===== src/include/tcp_pkg.sv =====
package tcp_pkg;
	// Register byte addresses on the APB bus
	localparam logic [7:0] ADDR_STATUS = 8'h00;
	localparam logic [7:0] ADDR_CTRL1 = 8'h04;
	localparam logic [7:0] ADDR_CTRL2 = 8'h08;
	localparam logic [7:0] ADDR_CMP1_HI = 8'h0C;
	localparam logic [7:0] ADDR_CMP1_LO = 8'h10;
	localparam logic [7:0] ADDR_CMP2_HI = 8'h14;
	localparam logic [7:0] ADDR_CMP2_LO = 8'h18;
	localparam logic [7:0] ADDR_CAP1_HI = 8'h1C;
	localparam logic [7:0] ADDR_CAP1_LO = 8'h20;
	localparam logic [7:0] ADDR_CAP2_HI = 8'h24;
	localparam logic [7:0] ADDR_CAP2_LO = 8'h28;
	localparam logic [7:0] ADDR_CNT_HI = 8'h2C;
	localparam logic [7:0] ADDR_CNT_LO = 8'h30;
	// Control register 1 fields
	localparam int C1_CAP_IRQ_EN = 7;
	localparam int C1_CMP_IRQ_EN = 6;
	localparam int C1_OVF_IRQ_EN = 5;
	localparam int C1_FORCE_2 = 4;
	localparam int C1_FORCE_1 = 3;
	localparam int C1_LEVEL_2 = 2;
	localparam int C1_EDGE_1 = 1;
	localparam int C1_LEVEL_1 = 0;
	// Control register 2 fields
	localparam int C2_PIN_EN_1 = 7;
	localparam int C2_PIN_EN_2 = 6;
	localparam int C2_SINGLE_PULSE = 5;
	localparam int C2_PWM = 4;
	localparam int C2_CLK_SEL = 2;
	localparam int C2_EDGE_2 = 1;
	localparam int C2_EXT_EDGE = 0;
	// Status register fields
	localparam int ST_CAP_1 = 7;
	localparam int ST_CMP_1 = 6;
	localparam int ST_OVF = 5;
	localparam int ST_CAP_2 = 4;
	localparam int ST_CMP_2 = 3;
	// Clock select codes
	localparam logic [1:0] CLK_DIV4 = 2'h0;
	localparam logic [1:0] CLK_DIV2 = 2'h1;
	localparam logic [1:0] CLK_DIV8 = 2'h2;
	localparam logic [1:0] CLK_EXT = 2'h3;
	// Reset, reload and pulse capture values
	localparam logic [15:0] CMP_RESET = 16'h8000;
	localparam logic [15:0] CNT_RELOAD = 16'hFFFC;
	localparam logic [15:0] PULSE_CAPTURE = 16'hFFFD;
	localparam logic [2:0] PRE_RESET = 3'h0;
	// Mode of the compare section
	typedef enum logic [1:0]
	{
		MODE_CMP = 2'b00,
		MODE_PULSE = 2'b01,
		MODE_PWM = 2'b10
	} tcp_mode_t;
endpackage


===== src/core/tcp_timer.sv =====
// Our own choices: the APB slave port and the register addresses.
`timescale 1ns/100ps
// Function
// - Match sets flag, drives level to pin
// - Pin latches low in reset until compare
// - Compare irq needs enable and clear mask
// - Flag clears: status read, then low access
// - High write suspends compare until low write
// - Pin enable clear: pin ignores level
// - Div2 matches equal, others equal plus one
// - Force copies level, no flag, no irq
// - Force ignored in pulse or PWM
// - Pulse trigger: reload, level2 out, capture
// - Pulse ends on first compare match
// - Pulse mode: no flag1, channel2 pinless
// - Pulse trigger sets capture flag 1
// - PWM wins over pulse mode
// - PWM second match reloads counter
// - PWM pin takes level1 then level2
// - PWM sets no compare flags
// - PWM period end sets capture flag 1
// - PWM detaches capture pin 1 only
// - Equal levels give steady pin
// - Clock select: div4, div2, div8, external
// - All sources share one gated irq
module tcp_timer
	import tcp_pkg::*;
(
	// Clock and reset
	input wire logic i_mclk,
	input wire logic i_arst_n,
	// APB slave
	input wire logic i_psel,
	input wire logic i_penable,
	input wire logic i_pwrite,
	input wire logic [7:0] i_paddr,
	input wire logic [31:0] i_pwdata,
	output logic [31:0] o_prdata,
	output logic o_pready,
	output logic o_pslverr,
	// Processor and pins
	input wire logic i_cpu_irq_mask,
	input wire logic i_ext_clk,
	input wire logic i_capture_in_pin_1,
	input wire logic i_capture_in_pin_2,
	output logic o_compare_out_pin_1,
	output logic o_compare_out_pin_1_oe,
	output logic o_compare_out_pin_2,
	output logic o_compare_out_pin_2_oe,
	output logic o_timer_irq
);
	typedef struct packed
	{
		logic [7:0] ctrl1;
		logic [7:0] ctrl2;
		logic [4:0] flags;
		logic [4:0] armed;
		logic [15:0] cmp1;
		logic [15:0] cmp2;
		logic [7:0] cmp1_hi;
		logic [7:0] cmp2_hi;
		logic [1:0] cmp_hold;
		logic [15:0] cap1;
		logic [15:0] cap2;
		logic [1:0] cap_hold;
		logic [15:0] cnt;
		logic [2:0] pre;
		logic ext_q;
		logic cap1_q;
		logic cap2_q;
		logic [1:0] match_q;
		logic pin1;
		logic pin2;
		logic pin2_oe;
		logic [31:0] prdata;
		logic pready;
		logic pslverr;
		logic irq;
	} tcp_state_t;

	tcp_state_t cur;
	tcp_state_t nxt;

	// Address check used only for the error response
	function automatic logic known_addr(input logic [7:0] a);
		known_addr = (a <= ADDR_CNT_LO) && (a[1:0] == 2'h0);
	endfunction

	tcp_mode_t mode;
	logic tick;
	logic [1:0] sel;
	logic [1:0] match;
	logic [1:0] hit;
	logic acc;
	logic rd;
	logic wr;
	logic trig1;
	logic edge2;
	logic cap1_ev;
	logic [15:0] ref1;
	logic [15:0] ref2;
	logic [15:0] cnt_now;
	logic [7:0] st_byte;

	// Combinational next state
	always_comb
	begin
		nxt = cur;
		sel = cur.ctrl2[C2_CLK_SEL +: 2];
		// Mode priority with PWM first
		if (cur.ctrl2[C2_PWM])
			mode = MODE_PWM;
		else if (cur.ctrl2[C2_SINGLE_PULSE])
			mode = MODE_PULSE;
		else
			mode = MODE_CMP;
		// Timer tick from the clock select
		nxt.ext_q = i_ext_clk;
		nxt.pre = cur.pre + 3'h1;
		case (sel)
			CLK_DIV2: tick = cur.pre[0];
			CLK_DIV4: tick = (cur.pre[1:0] == 2'h3);
			CLK_DIV8: tick = (cur.pre == 3'h7);
			CLK_EXT: tick = (i_ext_clk != cur.ext_q) && (i_ext_clk == cur.ctrl2[C2_EXT_EDGE]);
			default: tick = 1'b0;
		endcase
		// Match against value, plus one for slower clocks
		ref1 = (sel == CLK_DIV2) ? cur.cmp1 : cur.cmp1 + 16'h0001;
		ref2 = (sel == CLK_DIV2) ? cur.cmp2 : cur.cmp2 + 16'h0001;
		match[0] = (cur.cnt == ref1) && !cur.cmp_hold[0];
		match[1] = (cur.cnt == ref2) && !cur.cmp_hold[1];
		nxt.match_q = match;
		hit = match & ~cur.match_q;
		// Capture pin edges
		nxt.cap1_q = i_capture_in_pin_1;
		nxt.cap2_q = i_capture_in_pin_2;
		trig1 = (i_capture_in_pin_1 != cur.cap1_q)
			&& (i_capture_in_pin_1 == cur.ctrl1[C1_EDGE_1]) && (mode != MODE_PWM);
		edge2 = (i_capture_in_pin_2 != cur.cap2_q)
			&& (i_capture_in_pin_2 == cur.ctrl2[C2_EDGE_2]);
		// Any event that sets capture flag 1 this cycle, so that set beats clear
		cap1_ev = (mode == MODE_PWM) ? hit[1]
			: (mode == MODE_PULSE) ? trig1 : (trig1 && !cur.cap_hold[0]);
		// Counter
		cnt_now = cur.cnt;
		if (tick)
			cnt_now = cur.cnt + 16'h0001;
		if (tick && cur.cnt == 16'hFFFF)
			nxt.flags[ST_OVF - 3] = 1'b1;
		// Compare channels
		case (mode)
			MODE_PWM:
			begin
				if (hit[0])
					nxt.pin1 = cur.ctrl1[C1_LEVEL_1];
				if (hit[1])
				begin
					nxt.pin1 = cur.ctrl1[C1_LEVEL_2];
					cnt_now = CNT_RELOAD;
					nxt.flags[ST_CAP_1 - 3] = 1'b1;
				end
			end
			MODE_PULSE:
			begin
				if (hit[0])
					nxt.pin1 = cur.ctrl1[C1_LEVEL_1];
				if (hit[1])
					nxt.flags[ST_CMP_2 - 3] = 1'b1;
				if (trig1)
				begin
					cnt_now = CNT_RELOAD;
					nxt.pin1 = cur.ctrl1[C1_LEVEL_2];
					nxt.flags[ST_CAP_1 - 3] = 1'b1;
					nxt.cap1 = PULSE_CAPTURE;
				end
			end
			default:
			begin
				if (hit[0])
				begin
					nxt.flags[ST_CMP_1 - 3] = 1'b1;
					nxt.pin1 = cur.ctrl1[C1_LEVEL_1];
				end
				if (hit[1])
				begin
					nxt.flags[ST_CMP_2 - 3] = 1'b1;
					nxt.pin2 = cur.ctrl1[C1_LEVEL_2];
				end
				if (trig1 && !cur.cap_hold[0])
				begin
					nxt.flags[ST_CAP_1 - 3] = 1'b1;
					nxt.cap1 = cur.cnt;
				end
			end
		endcase
		if (edge2 && !cur.cap_hold[1])
		begin
			nxt.flags[ST_CAP_2 - 3] = 1'b1;
			nxt.cap2 = cur.cnt;
		end
		nxt.cnt = cnt_now;
		// APB access, answered by registered ready one cycle after it is taken
		acc = i_psel && i_penable && !cur.pready;
		rd = acc && !i_pwrite;
		wr = acc && i_pwrite;
		nxt.pready = acc;
		nxt.pslverr = acc && !known_addr(i_paddr);
		nxt.prdata = 32'h0000_0000;
		st_byte = {cur.flags[ST_CAP_1 - 3], cur.flags[ST_CMP_1 - 3], cur.flags[ST_OVF - 3],
			cur.flags[ST_CAP_2 - 3], cur.flags[ST_CMP_2 - 3], 3'h0};
		if (rd)
		begin
			case (i_paddr)
				ADDR_STATUS: nxt.prdata[7:0] = st_byte;
				ADDR_CTRL1: nxt.prdata[7:0] = cur.ctrl1;
				ADDR_CTRL2: nxt.prdata[7:0] = cur.ctrl2;
				ADDR_CMP1_HI: nxt.prdata[7:0] = cur.cmp1[15:8];
				ADDR_CMP1_LO: nxt.prdata[7:0] = cur.cmp1[7:0];
				ADDR_CMP2_HI: nxt.prdata[7:0] = cur.cmp2[15:8];
				ADDR_CMP2_LO: nxt.prdata[7:0] = cur.cmp2[7:0];
				ADDR_CAP1_HI: nxt.prdata[7:0] = cur.cap1[15:8];
				ADDR_CAP1_LO: nxt.prdata[7:0] = cur.cap1[7:0];
				ADDR_CAP2_HI: nxt.prdata[7:0] = cur.cap2[15:8];
				ADDR_CAP2_LO: nxt.prdata[7:0] = cur.cap2[7:0];
				ADDR_CNT_HI: nxt.prdata[7:0] = cur.cnt[15:8];
				ADDR_CNT_LO: nxt.prdata[7:0] = cur.cnt[7:0];
				default: nxt.prdata = 32'h0000_0000;
			endcase
			// Status read arms clearing of flags set now
			if (i_paddr == ADDR_STATUS)
				nxt.armed = cur.flags;
			if (i_paddr == ADDR_CAP1_HI)
				nxt.cap_hold[0] = 1'b1;
			if (i_paddr == ADDR_CAP2_HI)
				nxt.cap_hold[1] = 1'b1;
		end
		if (wr)
		begin
			case (i_paddr)
				ADDR_CTRL1: nxt.ctrl1 = i_pwdata[7:0];
				ADDR_CTRL2: nxt.ctrl2 = i_pwdata[7:0];
				ADDR_CMP1_HI:
				begin
					nxt.cmp1_hi = i_pwdata[7:0];
					nxt.cmp_hold[0] = 1'b1;
				end
				ADDR_CMP2_HI:
				begin
					nxt.cmp2_hi = i_pwdata[7:0];
					nxt.cmp_hold[1] = 1'b1;
				end
				ADDR_CMP1_LO:
				begin
					nxt.cmp1 = {cur.cmp1_hi, i_pwdata[7:0]};
					nxt.cmp_hold[0] = 1'b0;
				end
				ADDR_CMP2_LO:
				begin
					nxt.cmp2 = {cur.cmp2_hi, i_pwdata[7:0]};
					nxt.cmp_hold[1] = 1'b0;
				end
				ADDR_CNT_LO: nxt.cnt = CNT_RELOAD;
				default: nxt.cnt = nxt.cnt;
			endcase
			// Forced compare only in plain compare mode
			if (i_paddr == ADDR_CTRL1 && mode == MODE_CMP)
			begin
				if (i_pwdata[C1_FORCE_1])
					nxt.pin1 = i_pwdata[C1_LEVEL_1];
				if (i_pwdata[C1_FORCE_2])
					nxt.pin2 = i_pwdata[C1_LEVEL_2];
			end
		end
		// Second step of flag clearing; a new event in the same cycle wins
		if (acc)
		begin
			// The low access uses up the arming; a later clear needs a new status read
			if (i_paddr == ADDR_CMP1_LO)
			begin
				if (cur.armed[ST_CMP_1 - 3] && !hit[0])
					nxt.flags[ST_CMP_1 - 3] = 1'b0;
				nxt.armed[ST_CMP_1 - 3] = 1'b0;
			end
			if (i_paddr == ADDR_CMP2_LO)
			begin
				if (cur.armed[ST_CMP_2 - 3] && !hit[1])
					nxt.flags[ST_CMP_2 - 3] = 1'b0;
				nxt.armed[ST_CMP_2 - 3] = 1'b0;
			end
			if (i_paddr == ADDR_CNT_LO)
			begin
				if (cur.armed[ST_OVF - 3] && !(tick && cur.cnt == 16'hFFFF))
					nxt.flags[ST_OVF - 3] = 1'b0;
				nxt.armed[ST_OVF - 3] = 1'b0;
			end
			if (i_paddr == ADDR_CAP1_LO)
			begin
				nxt.cap_hold[0] = 1'b0;
				if (cur.armed[ST_CAP_1 - 3] && !cap1_ev)
					nxt.flags[ST_CAP_1 - 3] = 1'b0;
				nxt.armed[ST_CAP_1 - 3] = 1'b0;
			end
			if (i_paddr == ADDR_CAP2_LO)
			begin
				nxt.cap_hold[1] = 1'b0;
				if (cur.armed[ST_CAP_2 - 3] && !edge2)
					nxt.flags[ST_CAP_2 - 3] = 1'b0;
				nxt.armed[ST_CAP_2 - 3] = 1'b0;
			end
		end
		// Pin 2 drive enable follows the control bits registered alongside them
		nxt.pin2_oe = nxt.ctrl2[C2_PIN_EN_2] && !nxt.ctrl2[C2_PWM]
			&& !nxt.ctrl2[C2_SINGLE_PULSE];
		// Shared interrupt request
		nxt.irq = !i_cpu_irq_mask && (
			(cur.ctrl1[C1_CAP_IRQ_EN] && (cur.flags[ST_CAP_1 - 3] || cur.flags[ST_CAP_2 - 3]))
			|| (cur.ctrl1[C1_CMP_IRQ_EN] && (cur.flags[ST_CMP_1 - 3] || cur.flags[ST_CMP_2 - 3]))
			|| (cur.ctrl1[C1_OVF_IRQ_EN] && cur.flags[ST_OVF - 3]));
	end

	// State register, pins low in reset
	always_ff @(posedge i_mclk or negedge i_arst_n)
	begin
		if (!i_arst_n)
		begin
			cur <= '0;
			cur.cmp1 <= CMP_RESET;
			cur.cmp2 <= CMP_RESET;
			cur.pre <= PRE_RESET;
		end
		else
			cur <= nxt;
	end

	// Outputs straight from flops; pin enable gates the drive
	assign o_prdata = cur.prdata;
	assign o_pready = cur.pready;
	assign o_pslverr = cur.pslverr;
	assign o_compare_out_pin_1 = cur.pin1;
	assign o_compare_out_pin_1_oe = cur.ctrl2[C2_PIN_EN_1];
	assign o_compare_out_pin_2 = cur.pin2;
	assign o_compare_out_pin_2_oe = cur.pin2_oe;
	assign o_timer_irq = cur.irq;
endmodule // tcp_timer


===== config.mk =====
export PLATFORM = sky130hd
export DESIGN_NAME = tcp_timer
export DESIGN_NICKNAME = d
export VERILOG_FILES = /design/src/include/tcp_pkg.sv /design/src/core/tcp_timer.sv
export SDC_FILE = /design/constraint.sdc
export NUM_CORES = 1
export LEC_CHECK = 0
export ABC_AREA = 1
export BUFFER_PORTS_ARGS = -buffer_cell sky130_fd_sc_hd__buf_2
export CORE_UTILIZATION = 46
export DETAILED_ROUTE_END_ITERATION = 8
export PLACE_DENSITY = 0.7
export SLEW_MARGIN = 20
export SYNTH_ARGS = -nofsm -noshare
export SYNTH_HDL_FRONTEND = slang
export SYNTH_SLANG_ARGS = --single-unit

===== constraint.sdc =====
create_clock -name i_mclk -period 2.5 [get_ports i_mclk]
set_input_delay 0.5 -clock i_mclk [delete_from_list [all_inputs] [get_ports i_mclk]]
set_output_delay 0.5 -clock i_mclk [all_outputs]
set_load 0.01 [all_outputs]

Yosys cells after proc, flatten, opt, wreduce, memory -nomap -nowiden

Index checks and enable logic that the tools add are counted.
Widths: inputs -> output; s select.

Bits in registers: 172
Input bits: 49
Logic and storage cells: 194

Bitwise operators: 3
Reduce and logical (&&, ||, !) cells: 63
Multiplexer cells: 66
Eq/ne operators: 30
Add/sub/neg operators: 4
Magnitude comparators: 1

Operators by type and width:

| operator              | count |
|---|---|
| $mux 16               | 9 |
| $pmux 8 s13           | 1 |
| $pmux 16 s2           | 2 |
| $add 16x1->16 const B | 3 |
| $eq 8x6->1 const B    | 5 |
| $mux 1                | 38 |
| $eq 16x16->1          | 2 |
| $eq 8x5->1 const B    | 4 |
| $logic_and 1x1->1     | 27 |
| $eq 16x16->1 const B  | 1 |
| $eq 8x4->1 const B    | 2 |
| $reduce_and 2->1      | 8 |
| $logic_not 1->1       | 15 |
| $mux 7                | 2 |
| $mux 10               | 1 |
| $mux 2                | 5 |
| $mux 5                | 2 |
| $eq 2x2->1 const B    | 4 |
| $eq 8x3->1 const B    | 1 |
| $le 8x6->1 const B    | 1 |
| $logic_not 8->1       | 1 |
| $mux 8                | 1 |
| $pmux 1 s2            | 4 |
| $logic_not 2->1       | 3 |
| other kinds (14)      | 25 |

Longest topological paths before layout

Gate-level depths: netlist of the first run.

Depth in word-level cells: 12
Gate-level depth with buffers: 19

Worst setup path after synthesis of the first run

No wires, ideal clock.

Path kind: flip-flop to flip-flop
Start: register cur[114] (netlist bit)
End: register cur[61] (netlist bit)
Cell stages (with the launch flop): 13
Setup time: 125 ps
Period minus slack after synthesis: 2046 ps
Path slack: 454 ps
Data required time: 2375 ps
Data arrival time: 1921 ps
Buffers on the path: 1
Cell sequence: dfrtp_1 -> ha_1 -> nand3_1 -> nor2_4 -> nand3_1 -> nor2_1 -> xor2_1 -> nor2_1 -> nand4_1 -> nand2_1 -> a21oi_2 -> buf_4 -> nand3_1

RTL lines:

| item                     | line             | text |
|---|---|---|
| start: declaration       | tcp_timer.sv:81  | `tcp_state_t cur;` |
| start signal: assignment | tcp_timer.sv:332 | `cur <= nxt;` |

==> summary.md, run 1 <==
| Metric | Value |
|---|---|
| Pre-CTS setup slack | -0.0411 ns |
| Fin nets | 1259 |
| Status | finished with violations |
| Pre-Repair DR Iteration Count | 7 |
| Peak VDD IR | slightly below 0.0006 V |
| CTS tree | built |
| WS Path Type | flop to flop |
| Root buffer cell | clkbuf_16 |
| Total GRT Usage | ~29% |
| Ranking of synthesized cells by area | dfrtp_1 (43%), nand2_1 (12%), inv_1 (7.2%), o21ai_0 (6.9%), nand3_1 (4.2%) |
| Max-Cap Viols | 0 |
| DR iter-0 viols | between 800 and 900 |
| Hold Path Class | input pin to asynchronous set/reset pin |
| CTS Sinks | 148 |
| Synth Instances | around 1100 |
| Wire per inst | 17.4 um |
| # rows | between 40 and 50 |
| WP data arrival | 2.65 ns |
| FMAX | between 400 and 500 MHz |
| Num CTS Buffers | 17 |
| Clock Skews | about 0.012 ns |
| Share of layout cells above drive strength 1 | 15.7% |
| DP Wirelength | 19200 um |
| First-pass GRT wire length | ~40000 um |
| Syn. warnings | 0 |
| RSZ-0062 raised after global routing | no |
| IO Port Bufs | 39 |
| Synth cell types | 47 |
| Fin crit share | between 90% and 100% |
| Slew Limit Fails | 0 |
| Post-route cell area | 9840 um2 |
| Placer Congestion | ~0.95 |
| Number of global-route vias before repair | roughly 7400 |
| Clock transition at path regs | around 0.060 ns |
| Combinational power share | ~24% |
| Syn_area_per_cell | approximately 7.6 um2 |
| Vias per cell | 5.46 |
| N_diodes | 0 |
| Drt drc | 2 |
| H-tree Lvls | 4 |
| Final setup margin | about 0.18 ns |
| Chip height | between 100 and 150 um |
| Die W | between 100 and 150 um |
| Starting Density | a little under half |
| Clock buffer depth | 2 |
| Yosys reg bits | around 150 |
| Switching share of power | between 30% and 40% |
| Pin slew with the least headroom to its limit | roughly 0.59 ns |
| Area leader, netlist | dfrtp_1 |
| Worst r2r src | cur[120] |
| Int Pwr | 5090 uW |
| Seq/Total Area, Yosys | between 40 and 50% |
| Later-pin clock latency in the skew report | around 0.44 ns |
| Critical Path End Type | flop |
| P_leak | around 0.0050 uW |
| CORE AREA | between 15000 and 20000 um2 |
| Sequential Power Share | about two fifths |
| DRT Wirelength | around 25000 um |
| Startpoint Class | flop |
| # IOs | just under 90 |
| Worst r2r path cells | 15 |
| Final setup fails | 0 |
| RR Endpoint | o_compare_out_pin_1 |
| Final ANT Viol Nets | 0 |
| Largest net degree at the start of global routing | between 50 and 60 |
| Required @ worst endpoint | between 2 and 3 ns |
| Crit path time final | ~2.3 ns |
| Core Util, Final | a little over half |
| Grt total ovfl | 0 |
| Post-DP Area | about 9200 um2 |
| Sw Pwr | roughly 2500 uW |
| Area grow syn2layout | 17.0% |
| Worst slew margin | between 60% and 70% |
| Via count | 7898 |
| Total die area | between 15000 and 20000 um2 |
| Failing checks | design-rule violations |
| Synth top area share | a little over two fifths |
| Filler cell count | about 1700 |
| Antenna violations before repair | 0 |
| Worst Path Max Fanout | 5 |
| Clk pwr share | between 30% and 40% |
| Cell Area, Synth | 8410 um2 |
| PD cells | 772 nW/um2 |
| Hold Violations, Final | 0 |
| R2r setup slk | 0.18 ns |
-- synth_stat cells, drive strengths merged --
| library cell | n |
|---|---|
| nand2 | 267 |
| inv | 167 |
| dfrtp | 146 |
| o21ai | 120 |
| nor2 | 99 |
| nand3 | 72 |
| buf | 47 |
| a21oi | 23 |
| o22ai | 23 |
| clkbuf | 18 |
| nand4 | 17 |
| nor3 | 17 |
| xor2 | 14 |
| a221oi | 11 |
| a211oi | 9 |
| mux2 | 9 |
| xnor2 | 9 |
| a41oi | 5 |
| ha | 5 |
| or2 | 5 |
| a31oi | 4 |
| o21bai | 4 |
| a32o | 3 |
| clkinv | 3 |
| nand3b | 3 |
| dfstp | 2 |
| nor4 | 2 |
| a22oi | 1 |
| a31o | 1 |
| a32oi | 1 |
| and2 | 1 |
| conb | 1 |
| mux2i | 1 |
| o31ai | 1 |
-- area by class of cell --
cell class / count / area, um2 / area share [%]
Timing Repair Buffer: 117 / 800 / 8.13
Clock inverter: 13 / 198 / 2.01
Multi-Input combinational cell: 751 / 3770 / 38.3
Inverter: 170 / 638 / 6.49
Tap cell: 229 / 287 / 2.91
Clock buffer: 18 / 439 / 4.46
Sequential cell: 148 / 3710 / 37.7
-- worst max path at each step --
stage                                to  startpoint  cells after the start  slack (ns)
CTS                             cur[48]    cur[114]                     17        0.12
detailed placement              cur[48]    cur[114]                     17       -0.04
finish              o_compare_out_pin_1    cur[120]                     15        0.18
global route                    cur[61]    cur[159]                     14       0.005
global placement                cur[48]    cur[114]                     17       -0.02
floorplan                       cur[61]    cur[114]                     12        0.45
-- power by group through the flow --
stage | clock network [uW] | registers (uW) | logic (uW)
2_1_floorplan | 0 | 2900 | 1160
3_3_place_gp | 0 | 2980 | 1760
3_5_place_dp | 0 | 2990 | 1790
4_1_cts | 2830 | 2960 | 1800
5_1_grt | 2920 | 2990 | 2050
6_report | 2800 | 2960 | 1830
-- through the flow --
stage	total power [uW]	std cells	hold WS, ns	TNS (ns)
2_1_floorplan	4060	1134	0.204	0
3_3_place_gp	4740	1411	0.423	-0.0166
3_5_place_dp	4780	1411	0.446	-0.0411
4_1_cts	7590	1442	0.0369	0
5_1_grt	7960	1446	0.0674	0
6_report	7600	1446	0.0259	0
-- critical path, stage by stage (launching register included) --
cell and delay, ns:
dfrtp_1 0.50, nand2_1 0.17, nor2_2 0.16, buf_4 0.14, nand3_1 0.08, nand2_1 0.07, nand2_1 0.05, nor2_1 0.09
nand2_1 0.06, nor2_1 0.23, nand4_1 0.13, nand2_1 0.16, buf_4 0.15, inv_1 0.04, nand3_1 0.10, a21oi_1 0.08
-- state kept, by name (all words and copies together) (netlist names) --
name                    count
cur                       133
o_prdata                    8
o_compare_out_pin_1         1
o_compare_out_pin_1_oe      1
o_compare_out_pin_2         1
o_compare_out_pin_2_oe      1
o_pready                    1
o_pslverr                   1
o_timer_irq                 1
-- kinds of logic after synthesis --
family | synth area share, %
compound gates | 14.2
flops | 44.1
other cells | 0.0446
fa+ha+maj | 0.744
xor+xnor | 2.40
mux | 1.32
simple gates | 24.9
buf+inv | 12.3
-- routing by layer --
metal	up-vias	wire (um)	GRT usage [%]
li1	3746	-	-
met1	3725	11000	40.2
met2	361	11200	44.8
met3	66	1920	4.67
met4	0	968	11.6
met5	-	0	0
-- layout by cell type (no fill, tap or decap), types with 5 or more instances in the layout --
| cell type | instances |
|---|---|
| nor2_2 | 7 |
| ha_1 | 5 |
| a41oi_1 | 5 |
| nor3_1 | 10 |
| a211oi_1 | 9 |
| a21oi_1 | 22 |
| dfrtp_1 | 146 |
| clkbuf_16 | 17 |
| inv_1 | 161 |
| nand4_1 | 17 |
| conb_1 | 24 |
| buf_2 | 38 |
| xnor2_1 | 9 |
| buf_4 | 77 |
| o22ai_1 | 23 |
| nor2_1 | 90 |
| xor2_1 | 14 |
| inv_2 | 6 |
| mux2_2 | 9 |
| nand2_1 | 263 |
| a221oi_1 | 11 |
| nand3_1 | 70 |
| o21ai_0 | 115 |
-- repair_timing --
item,in CTS,in global routing
hold buffers,0,0
endpoints found under the setup margin,1,8
pin swaps,0,0
buffers inserted,0,4
gates resized for setup,1,4
No activity file was read; power rests on OpenSTA's default activity.
==> run 2: changes to the inputs <==
Settings changed: PLACE_DENSITY 0.7 to unset, PLACE_DENSITY_LB_ADDON set to 0.05.
Clock period 2.5 ns to 2.85 ns, I/O delays scaled along.
==> summary.md, run 2 (synthesized netlist as in run 1, its figures left out) <==
| Metric | Value |
|---|---|
| Filler cell count | 1786 (+3.9%) |
| PD cells | 659 nW/um2 (-15%) |
| Worst r2r src | cur[116] |
| Slew Limit Fails | 0 (unchanged) |
| RR Endpoint | cur[48] |
| Number of flip-flops in the largest register | 133 (unchanged) |
| FMAX | 403 MHz (-6.5%) |
| DP Wirelength | 19600 um (+1.8%) |
| Commonest non-fill, non-tap cell in the layout | nand2_1 |
| Antenna violations before repair | 0 (unchanged) |
| CP cell instances | nand3_1 -> nor2_4 -> nand3_1 -> nor2_1 -> xor2_1 -> nor2_1 -> nand4_1 -> nand2_1 -> a21oi_4 -> inv_2 -> or2_1 |
| # rows | 49 (unchanged) |
| CORE AREA | 18000 um2 (unchanged) |
| Pre-Repair DR Iteration Count | 6 (-1) |
| Critical Path Slowest Stage Cell | dfrtp_1 |
| CTS tree | built |
| Hold path depth | 1 |
| Hold path endpoint | cur[40] |
| Starting Density | 46.8% (unchanged) |
| Die W | 137 um (unchanged) |
| Clock transition at path regs | 0.06 ns (about the same) |
| Buf+Inv Stages, Crit Path | 1 (-2) |
| Share of layout cells above drive strength 1 | 13.2% (-2.5 points) |
| Root buffer cell | clkbuf_16 |
| Cell family with most CP delay | simple AND/OR/NAND/NOR gates |
| Chip height | 137 um (unchanged) |
| Max incr delay on CP | 0.56 ns (+0.06 ns) |
| Required @ worst endpoint | 3.16 ns (+0.33 ns) |
| Peak VDD IR | 0.000666 V (+15%) |
| First-pass GRT wire length | 40400 um (+0.46%) |
| Later-pin clock latency in the skew report | 0.43 ns (about the same) |
| Critical Path End Type | flop |
| Startpoint Class | flop |
| Grt total ovfl | 0 (unchanged) |
| Num CTS Buffers | 17 (unchanged) |
| Hold Path Class | input pin to flop |
| Min-delay src | i_capture_in_pin_2 |
| Total power | 6300 uW (-17%) |
| Final setup fails | 0 (unchanged) |
| N_diodes | 0 (unchanged) |
| Worst slew margin | 60.7% (+0.26 points) |
| Clock Skews | 0.0123 ns (-0.0000136 ns) |
| Vias per cell | 5.38 (-1.5%) |
| Fin Setup TNS | 0 ns (unchanged) |
| Crit path time final | 2.48 ns (+0.160 ns) |
| DR iter-0 viols | 763 (-5.8%) |
| CTS Sinks | 148 (unchanged) |
| Status | complete, no violations |
| H-tree Lvls | 4 (unchanged) |
| Number of global-route vias before repair | 7015 (-4.9%) |
| Wire per inst | 18.2 um (+4.4%) |
| Worst Path Max Fanout | 14 (+9) |
| Max-Cap Viols | 0 (unchanged) |
| Total GRT Usage | 29.3% (+0.43 points) |
| Fin crit share | 87.1% (-5.8 points) |
| Biggest register | cur |
| Final ANT Viol Nets | 0 (unchanged) |
| Area of the multi-input gates | 3760 um2 (-0.27%) |
| Fin nets | 1231 (-2.2%) |
| FF+latch area | 3710 um2 (unchanged) |
| Placer Congestion | 0.910 (-4.5%) |
| Largest net degree at the start of global routing | 69 (+23%) |
| IO Port Bufs | 39 (unchanged) |
| RSZ-0062 raised after global routing | no |
| Via count | 7637 (-3.3%) |
| Worst r2r path cells | 11 (-4) |
| R2r setup slk | 0.37 ns (+0.19 ns) |
| Clock buffer depth | 2 (unchanged) |
| Total die area | 18800 um2 (unchanged) |
| DRT Wirelength | 25800 um (+2.5%) |
| Most frequent cells in the layout | nand2_1 (263), inv_1 (161), dfrtp_1 (146) |
| Area grow syn2layout | 13.7% |
| WP data arrival | 2.79 ns (+0.14 ns) |
| Hold Violations, Final | 0 (unchanged) |
| # IOs | 88 (unchanged) |
| P_leak | 0.00482 uW (-3.4%) |
| Drt drc | 0 (-2) |
| WS Path Type | flop to flop |
| Pin slew with the least headroom to its limit | 0.586 ns (-0.00747 ns) |
==> run 2: changes by cell type in the layout (fill, tap and decap cells not counted), sizes merged <==
cell / delta
clkinvlp: +2
clkbuf: +3
inv: -2
clkinv: +1
bufinv: -3
dlygate4sd3: +1
buf: -29
==> run 2: worst max-delay path by stage <==
stage	start	endpoint	slack [ns]	cells past startpoint
after global routing	cur[116]	o_compare_out_pin_2	0.09	16
after CTS	cur[116]	cur[48]	0.19	11
after floorplan	i_paddr[6]	cur[138]	0.74	8
after detailed placement	cur[158]	cur[48]	0.24	13
final	cur[116]	cur[48]	0.37	11
after global placement	cur[158]	cur[48]	0.24	13
==> run 2: power by group <==
group          internal [uW]  total, uW  leakage, uW  switching, uW
sequential              2380       2650      0.00189            268
combinational            546       1520      0.00266            977
clock                   1230       2130     0.000268            899
==> run 2: through the flow <==
stage | hold WS (ns) | utilization, % | cell area [um2] | setup WS (ns) | std cells
global placement | 0.423 | 50.0 | 8990 | 0.239 | 1386
detailed placement | 0.438 | 50.0 | 8990 | 0.236 | 1386
finish | 0.276 | 53.2 | 9560 | 0.367 | 1419
CTS | 0.269 | 53.2 | 9550 | 0.191 | 1419
global route | 0.260 | 53.2 | 9560 | 0.0945 | 1419
floorplan | 0.274 | - | 8490 | 0.742 | 1134
==> run 2: routing by layer <==
layer	wire length, um	global-route usage [%]	part of all wire (%)	vias up
li1	-	-	-	3680
met1	12100	43.2	47	3588
met2	11100	43.2	43	331
met3	1780	5.37	6.9	38
met4	741	9.28	2.9	0
met5	0	0	0	-
==> run 2: timing repair <==
item / in CTS / in global routing
resized for setup: 0 / 1
hold endpoints to repair: 20 / 0
hold buffers: 1 / 0
setup endpoints to repair: 0 / 3
setup buffers: 0 / 0
==> run 2: worst reg2reg max path: stages, from the launching register on <==
cell and delay [ns]:
dfrtp_1 0.56, nand3_1 0.19, nor2_4 0.14, nand3_1 0.11, nor2_1 0.15, xor2_1 0.17
nor2_1 0.10, nand4_1 0.10, nand2_1 0.11, a21oi_4 0.42, inv_2 0.09, or2_1 0.22
==> run 2: layout make-up <==
cell class              count  share of cell area, %
clock inverters            11                   1.09
well taps                 229                   3.00
inverters                 170                   6.67
repair buffers             89                   6.45
multi-input cells         751                   39.3
clock buffers              21                   4.71
flip-flops and latches    148                   38.8
